[src/hw/rmm_pkg.sv]
package rmm_pkg;
	localparam int AW = 8;
	localparam int DW = 8;
	// Region sizes in words. Program region is low, retentive region follows.
	localparam logic [AW-1:0] PROG_WORDS = 8'h40;
	localparam logic [AW-1:0] RET_WORDS = 8'h20;
	localparam logic [AW-1:0] RET_BASE = 8'h40;
	// EEPROM layout: program, retentive copy, backup copy, then marker.
	localparam logic [AW-1:0] EE_RET_BASE = 8'h40;
	localparam logic [AW-1:0] EE_BAK_BASE = 8'h60;
	localparam logic [AW-1:0] EE_MARK_ADDR = 8'h80;
	localparam logic [AW-1:0] ZERO_A = 8'h00;
	localparam logic [AW-1:0] ONE_A = 8'h01;
	localparam logic [DW-1:0] MARK_GOOD = 8'hA5;
	localparam logic [DW-1:0] MARK_CLEAR = 8'h00;

	typedef enum {
		RMM_IDLE, RMM_DL_RAM, RMM_DL_EE, RMM_RUN, RMM_PD_CLR, RMM_PD_SAVE, RMM_PD_MARK,
		RMM_OFF, RMM_PU_MARK, RMM_PU_PROG, RMM_PU_RET
	} rmm_state_t;

	typedef struct packed {
		logic req;
		logic we;
		logic [AW-1:0] addr;
		logic [DW-1:0] wdata;
	} rmm_mem_req_t;

	typedef struct packed {
		logic valid;
		logic [AW-1:0] addr;
		logic [DW-1:0] data;
	} rmm_wr_t;

	typedef struct packed {
		rmm_state_t st;
		logic [AW-1:0] cnt;
		logic [AW-1:0] dl_len;
		logic lost;
		logic use_backup;
		logic major_err;
		logic ready;
		logic [1:0] pfail_sync;
		logic [DW-1:0] rd_data;
		logic rd_valid;
	} rmm_state_reg_t;
endpackage

[src/hw/rmm_retentive_memory_manager.sv]
`timescale 1ns/1ps
`default_nettype none
module rmm_retentive_memory_manager (
	input wire logic clk,
	input wire logic rst_b,
	input wire logic power_fail,
	input wire logic power_up,
	input wire logic go_run,
	input wire rmm_pkg::rmm_wr_t dl_wr,
	input wire logic dl_done,
	input wire rmm_pkg::rmm_wr_t user_wr,
	input wire logic user_rd,
	input wire logic [rmm_pkg::AW-1:0] user_rd_addr,
	output logic [rmm_pkg::DW-1:0] user_rd_data,
	output logic user_rd_valid,
	output logic user_wr_refused,
	output rmm_pkg::rmm_mem_req_t ram,
	input wire logic [rmm_pkg::DW-1:0] ram_rdata,
	output rmm_pkg::rmm_mem_req_t ee,
	input wire logic [rmm_pkg::DW-1:0] ee_rdata,
	output logic running,
	output logic retentive_lost_flag,
	output logic major_error
);
	rmm_pkg::rmm_state_reg_t s_reg;
	rmm_pkg::rmm_state_reg_t s_next;
	logic pf;

	function automatic logic in_ret(input logic [rmm_pkg::AW-1:0] a);
		return (a >= rmm_pkg::RET_BASE) && (a < rmm_pkg::RET_BASE + rmm_pkg::RET_WORDS);
	endfunction

	// The backup block above the retentive copy mirrors the retentive RAM region.
	function automatic logic [rmm_pkg::AW-1:0] dl_copy_src(input logic [rmm_pkg::AW-1:0] a);
		return (a >= rmm_pkg::EE_BAK_BASE) ? a - rmm_pkg::RET_WORDS : a;
	endfunction

	// Power-fail comes from a supply monitor outside the clock domain, so only the second flop is read.
	assign pf = s_reg.pfail_sync[1];

	always_comb begin
		s_next = s_reg;
		s_next.pfail_sync = {s_reg.pfail_sync[0], power_fail};
		s_next.rd_valid = 1'b0;
		ram = '0;
		ee = '0;
		user_wr_refused = 1'b0;
		unique case (s_reg.st)
			rmm_pkg::RMM_IDLE: begin
				if (power_up) begin
					s_next.st = rmm_pkg::RMM_PU_MARK;
					s_next.cnt = rmm_pkg::ZERO_A;
				end else if (dl_wr.valid) begin
					s_next.st = rmm_pkg::RMM_DL_RAM;
				end
			end
			rmm_pkg::RMM_DL_RAM: begin
				ram.req = dl_wr.valid;
				ram.we = 1'b1;
				ram.addr = dl_wr.addr;
				ram.wdata = dl_wr.data;
				if (dl_done) begin
					s_next.st = rmm_pkg::RMM_DL_EE;
					s_next.cnt = rmm_pkg::ZERO_A;
				end
			end
			rmm_pkg::RMM_DL_EE: begin
				// RAM to EEPROM copy
				// RAM data arrives one cycle after its address, so each EEPROM write trails its read by one step.
				ram.req = s_reg.cnt < rmm_pkg::EE_MARK_ADDR;
				ram.addr = dl_copy_src(s_reg.cnt);
				ee.req = s_reg.cnt != rmm_pkg::ZERO_A;
				ee.we = 1'b1;
				ee.addr = s_reg.cnt - rmm_pkg::ONE_A;
				ee.wdata = ram_rdata;
				s_next.cnt = s_reg.cnt + rmm_pkg::ONE_A;
				if (s_reg.cnt == rmm_pkg::EE_MARK_ADDR + rmm_pkg::ONE_A) begin
					ee.addr = rmm_pkg::EE_MARK_ADDR;
					ee.wdata = rmm_pkg::MARK_GOOD;
					s_next.st = rmm_pkg::RMM_RUN;
					s_next.lost = 1'b0;
					s_next.use_backup = 1'b0;
				end
			end
			rmm_pkg::RMM_RUN: begin
				// A read in the same cycle as a write wins; the write is dropped, not queued.
				if (user_rd) begin
					ram.req = 1'b1;
					ram.addr = user_rd_addr;
					s_next.rd_valid = 1'b1;
				end else if (user_wr.valid) begin
					// only retentive writes, only to RAM
					ram.req = in_ret(user_wr.addr);
					ram.we = in_ret(user_wr.addr);
					ram.addr = user_wr.addr;
					ram.wdata = user_wr.data;
					user_wr_refused = !in_ret(user_wr.addr);
				end
				// major error when switched to run while the retentive data came from the backup copy
				if (go_run && s_reg.use_backup)
					s_next.major_err = 1'b1;
				if (pf) begin
					s_next.st = rmm_pkg::RMM_PD_CLR;
					s_next.rd_valid = 1'b0;
				end
			end
			rmm_pkg::RMM_PD_CLR: begin
				// marker cleared first so an interrupted save reads as lost
				ee.req = 1'b1;
				ee.we = 1'b1;
				ee.addr = rmm_pkg::EE_MARK_ADDR;
				ee.wdata = rmm_pkg::MARK_CLEAR;
				s_next.st = rmm_pkg::RMM_PD_SAVE;
				s_next.cnt = rmm_pkg::ZERO_A;
			end
			rmm_pkg::RMM_PD_SAVE: begin
				// retentive region only
				// The EEPROM write trails the RAM read by one cycle, so the region takes one extra step.
				ram.req = s_reg.cnt < rmm_pkg::RET_WORDS;
				ram.addr = rmm_pkg::RET_BASE + s_reg.cnt;
				ee.req = s_reg.cnt != rmm_pkg::ZERO_A;
				ee.we = 1'b1;
				ee.addr = rmm_pkg::EE_RET_BASE + s_reg.cnt - rmm_pkg::ONE_A;
				ee.wdata = ram_rdata;
				s_next.cnt = s_reg.cnt + rmm_pkg::ONE_A;
				if (s_reg.cnt == rmm_pkg::RET_WORDS)
					s_next.st = rmm_pkg::RMM_PD_MARK;
			end
			rmm_pkg::RMM_PD_MARK: begin
				ee.req = 1'b1;
				ee.we = 1'b1;
				ee.addr = rmm_pkg::EE_MARK_ADDR;
				ee.wdata = rmm_pkg::MARK_GOOD;
				s_next.st = rmm_pkg::RMM_OFF;
			end
			rmm_pkg::RMM_OFF: begin
				if (power_up) begin
					s_next.st = rmm_pkg::RMM_PU_MARK;
					s_next.cnt = rmm_pkg::ZERO_A;
				end
			end
			rmm_pkg::RMM_PU_MARK: begin
				// The marker read takes two cycles: the request, then the data that lags it.
				ee.req = 1'b1;
				ee.addr = rmm_pkg::EE_MARK_ADDR;
				if (s_reg.cnt == rmm_pkg::ONE_A) begin
					s_next.use_backup = ee_rdata != rmm_pkg::MARK_GOOD;
					s_next.st = rmm_pkg::RMM_PU_PROG;
					s_next.cnt = rmm_pkg::ZERO_A;
				end else begin
					s_next.cnt = rmm_pkg::ONE_A;
				end
			end
			rmm_pkg::RMM_PU_PROG: begin
				// program before run; EEPROM read data lags one cycle
				ee.req = 1'b1;
				ee.addr = s_reg.cnt;
				ram.req = s_reg.cnt != rmm_pkg::ZERO_A;
				ram.we = 1'b1;
				ram.addr = s_reg.cnt - rmm_pkg::ONE_A;
				ram.wdata = ee_rdata;
				s_next.cnt = s_reg.cnt + rmm_pkg::ONE_A;
				if (s_reg.cnt == rmm_pkg::PROG_WORDS) begin
					ee.req = 1'b0;
					s_next.st = rmm_pkg::RMM_PU_RET;
					s_next.cnt = rmm_pkg::ZERO_A;
				end
			end
			rmm_pkg::RMM_PU_RET: begin
				// retentive from saved or backup copy
				ee.req = 1'b1;
				ee.addr = (s_reg.use_backup ? rmm_pkg::EE_BAK_BASE : rmm_pkg::EE_RET_BASE) + s_reg.cnt;
				ram.req = s_reg.cnt != rmm_pkg::ZERO_A;
				ram.we = 1'b1;
				ram.addr = rmm_pkg::RET_BASE + s_reg.cnt - rmm_pkg::ONE_A;
				ram.wdata = ee_rdata;
				s_next.cnt = s_reg.cnt + rmm_pkg::ONE_A;
				if (s_reg.cnt == rmm_pkg::RET_WORDS) begin
					ee.req = 1'b0;
					s_next.lost = s_reg.use_backup;
					s_next.st = rmm_pkg::RMM_RUN;
				end
			end
			default: s_next.st = rmm_pkg::RMM_IDLE;
		endcase
		// Read data is captured the cycle after the request, while the RAM answer stands.
		if (s_reg.rd_valid)
			s_next.rd_data = ram_rdata;
	end

	always_ff @(posedge clk or negedge rst_b) begin
		if (!rst_b) begin
			s_reg <= '{st: rmm_pkg::RMM_IDLE, default: '0};
		end else begin
			s_reg <= s_next;
		end
	end

	assign user_rd_data = s_reg.rd_data;
	assign user_rd_valid = s_reg.rd_valid;
	assign running = s_reg.st == rmm_pkg::RMM_RUN;
	assign retentive_lost_flag = s_reg.lost;
	assign major_error = s_reg.major_err;
endmodule // rmm_retentive_memory_manager
`default_nettype wire

[config.mk]
export PLATFORM = sky130hd
export DESIGN_NAME = rmm_retentive_memory_manager
export DESIGN_NICKNAME = d
export VERILOG_FILES = /design/src/hw/rmm_pkg.sv /design/src/hw/rmm_retentive_memory_manager.sv
export SDC_FILE = /design/constraint.sdc
export NUM_CORES = 1
export LEC_CHECK = 0
export ABC_CLOCK_PERIOD_IN_PS = 2400
export BUFFER_PORTS_ARGS = -buffer_cell sky130_fd_sc_hd__buf_4
export CORE_MARGIN = 2
export CORE_UTILIZATION = 45
export DETAILED_ROUTE_END_ITERATION = 8
export HOLD_SLACK_MARGIN = 0.12
export PLACE_DENSITY = 0.87
export SYNTH_ARGS = -nofsm -noshare
export SYNTH_HDL_FRONTEND = slang
export SYNTH_SLANG_ARGS = --single-unit
[constraint.sdc]
create_clock -name clk -period 2.4 [get_ports clk]
set_input_delay 0.12 -clock clk [delete_from_list [all_inputs] [get_ports clk]]
set_output_delay 0.12 -clock clk [all_outputs]
set_load 0.05 [all_outputs]
==> summary.md <==
Library cell with the largest summed area after synthesis: dfrtp_1. IR analysis of the VDD net gives a maximum drop of 798 uV. Hold-critical path depth: 2. Detailed placement finished with a half-perimeter wire length of 7.55 mm.

The tools report the sequential cell area fraction in the yosys report as 0.232. The run finished with clean final reports. At the placement stage, the worst setup path has a slack of 0.221 ns. The starting density of the core is 0.470, and the last weighted congestion value of the routability-driven placer is 0.982. TritonCTS built the clock tree. The register with the most flip-flops in the layout has 13 of them. The area of the core was 5960 um2; the final number of hold-violating endpoints was 0. Type of origin of the critical path: a flip-flop.

The final critical delay including setup and external delays is 2.34 ns. The total count of max-transition violations in the final report was 0; the relative slew slack was 0.644. The post-synthesis instance area is 2800 um2, and the largest fanout on the critical path is 14. The timing startpoint of the critical path is s_reg[31]$_DFFE_PN0P_. The clock passes through at most 2 buffers. The logs give 0 ns for the final sum of negative setup slack and 3800 um2 for the placed instance area. The run gives 0.281 as the overall track demand over capacity in global routing. During I/O placement, the number of pins put on the boundary was 114.

Entering global routing, the biggest net connects 27 pins. The number of antenna violations at the first check in global routing came out at 0. The endpoint kind of the worst setup timing path was an output pin.

The portion of synthesized cell area occupied by the leading cell type was 0.232. The worst hold path belongs to the class in2reg. Data on the critical path arrives at its endpoint at 2.22 ns. The most frequently used flop master after synthesis was dfrtp_1. The number of vias after detailed routing was 3,420. The run gives 0.696 as the core utilization of the finished layout. Buffers inserted during clock tree synthesis total 3. Synthesis produced a netlist with a net count of 429.

From left edge to right edge, the die measures 82.9 um. STA puts the critical path data required time at 2.28 ns. The worst hold path begins at user_rd.

After layout, the design draws a total of 5.86 mW. The aggregate routed wire length was 10.6 mm; the average footprint of a synthesized cell was 8.02 um2. For the number of H-tree levels, the log shows 1. The clock reaches the later pin of the worst-skew pair after 0.27 ns. Setup violations remaining at the end of the flow were counted as 0. The number of buffers added on ports is 113, and the layout filler cell count is 441. Clock tree synthesis found a total of 26 sinks.

For the number of violations reported at the end of detailed-routing iteration 0, the log shows 299. The terminus of the critical flop-to-flop path is s_reg[34]$_DFFE_PN0P_. At the pin with the least slew margin, the transition time is 0.530 ns. Measured along the y axis, the die boundary spans 82.9 um. Across all setup checks in the final design, the least slack found is 0.0568 ns.

The fraction of registers with async set or reset after synthesis is 1.00, and the number of cells on the worst reg-to-reg path is 5. The run gives 0 as the aggregate global routing overflow. The first global-routing pass estimated 16.3 mm of wire. The fraction of layout cells with a size suffix above 1 works out to 0.415.

After detailed routing, the number of vias per cell comes to 6.12. The repair_antennas step left the layout with diodes totalling 0. The area overhead of the layout relative to synthesis works out to 48.1%.

In the post-synthesis netlist, the biggest area contributors are dfrtp_1 23%, ha_1 6.7%, nand2_1 4.6%, o21ai_0 4.1%, a21oi_1 3.6%. Summing all non-filler instances in the final layout gives an area of 4140 um2. Counting flops with a built-in enable in the synthesized netlist gives 0.

For this run, the number of Yosys warnings is 0. The count of standard-cell rows was 28; the gate count of the mapped netlist was 349. The root buffer cell chosen for the clock tree is clkbuf_8.

Between clock sinks in the finished design, the worst skew comes to 0.00426 ns. The internal reg-to-reg setup slack was 0.25 ns; the remaining routing DRC violations was 0. Summed over all cells, the static leakage comes to 1.99 nW.

Max-cap violations in this run came to 0. The share of the cycle needed by the critical path after routing came out at 0.976. In this run the remaining antenna-violating nets after routing total 0. Synthesis inferred 26 register bits. The kind of critical path is reg2out. After detailed routing, the average wire length per cell comes to 19.0 um. The tools report the die outline area as 6870 um2.

Derived from the worst setup path, the maximum achievable clock frequency is 427 MHz. The netlist uses 68 different library cells. For hold timing, the worst endpoint is user_rd_valid$_DFF_PN0_. The number of global-route vias before repair was 3,291. The logs give 565 for the net count reported at finish and 6 for the total iterations of the first detailed-routing run. The power per cell area works out to 1410 nW/um2.

Launching point of the worst reg2reg path: s_reg[26]$_DFFE_PN0P_. The clock-pin slew of the registers on the worst-case setup and hold paths was 0.09 ns.
==> power breakdown <==
part / total [mW] / internal [mW] / switching, mW
clock network: 0.367 / 0.223 / 0.144
registers: 0.760 / 0.595 / 0.166
logic: 4.73 / 1.69 / 3.05
total: 5.86 / 2.51 / 3.36
==> cell usage after synthesis, drive strengths merged, types with 3 or more instances <==
master   n
dfrtp   26
nand3   10
a22oi   11
a21oi   21
or3      3
nor2    21
nor3    11
nor3b    4
o22ai    3
clkbuf  15
o21ai   26
mux2i    9
o211ai   5
a31oi    5
inv     21
a22o     5
ha      15
and3     3
a222oi   9
buf     19
mux2    10
and2     5
nand2   34
a21o     3
nand2b   4
nor2b    7
xnor2    5
==> worst max-delay path, cell delays in order, from the launching register on <==
cell	delay, ns
dfrtp_2	0.48
buf_4	0.19
nand2b_1	0.10
buf_4	0.16
nor3_1	0.06
buf_4	0.19
a222oi_1	0.36
o21ai_0	0.17
buf_4	0.23
==> per-layer routing <==
layer / up-vias / wire length [um] / GRT usage
met5: - / 0 / 0
met4: 0 / 269 / 0.0835
met3: 26 / 635 / 0.0368
met2: 176 / 5490 / 0.497
met1: 1661 / 4200 / 0.356
li1: 1557 / - / -
==> worst max-delay path by stage <==
stage | endpoint | slack (ns) | cells after the start
2_1_floorplan | ram[10] | -0.10 | 5
3_3_place_gp | ee[14] | 0.31 | 8
3_5_place_dp | ram[14] | 0.22 | 8
4_1_cts | ee[11] | 0.02 | 6
5_1_grt | ram[14] | -0.03 | 7
6_report | ram[11] | 0.06 | 8
==> layout by cell type, fill, tap and decap left out, types with 9 or more instances in the layout <==
cell	instances
a21oi_1	20
a222oi_1	9
nor2_1	19
o21ai_0	19
dfrtp_1	20
a22oi_1	11
inv_1	18
buf_4	153
dlygate4sd3_1	11
ha_1	14
nand2_1	34
==> final cells by class <==
class | count | area, um2 | share of cell area
Timing Repair Buffer | 165 | 1280 | 0.309
Clock inverter | 1 | 30.0 | 0.00725
Sequential cell | 26 | 658 | 0.159
Tap cell | 75 | 93.8 | 0.0226
Clock buffer | 3 | 41.3 | 0.00996
Inverter | 22 | 90.1 | 0.0217
Multi-Input combinational cell | 267 | 1950 | 0.471
==> cells by family after synthesis <==
logic type | count (synthesis) | synth area share
XOR/XNOR | 6 | 0.0188
buffers and inverters | 56 | 0.0970
AO/OA/AOI/OAI | 113 | 0.288
flip-flops | 26 | 0.232
adder cells (fa/ha/maj) | 15 | 0.0671
AND/OR/NAND/NOR | 114 | 0.224
multiplexers | 19 | 0.0724
==> per-stage QoR <==
step / std cells / hold slack (ns)
after floorplan: 349 / -0.176
after global placement: 534 / 0.0510
after detailed placement: 534 / 0.0487
after CTS: 551 / 0.203
after global routing: 559 / 0.207
final: 559 / 0.221
==> repair_timing <==
action,4_1_cts,5_1_grt
hold endpoints to repair,36,0
setup buffers,2,8
endpoints found under the setup margin,7,17
hold buffers,11,0
resized for setup,8,15
pin swaps,1,1
Note: power is estimated with default switching activity, not from simulation.
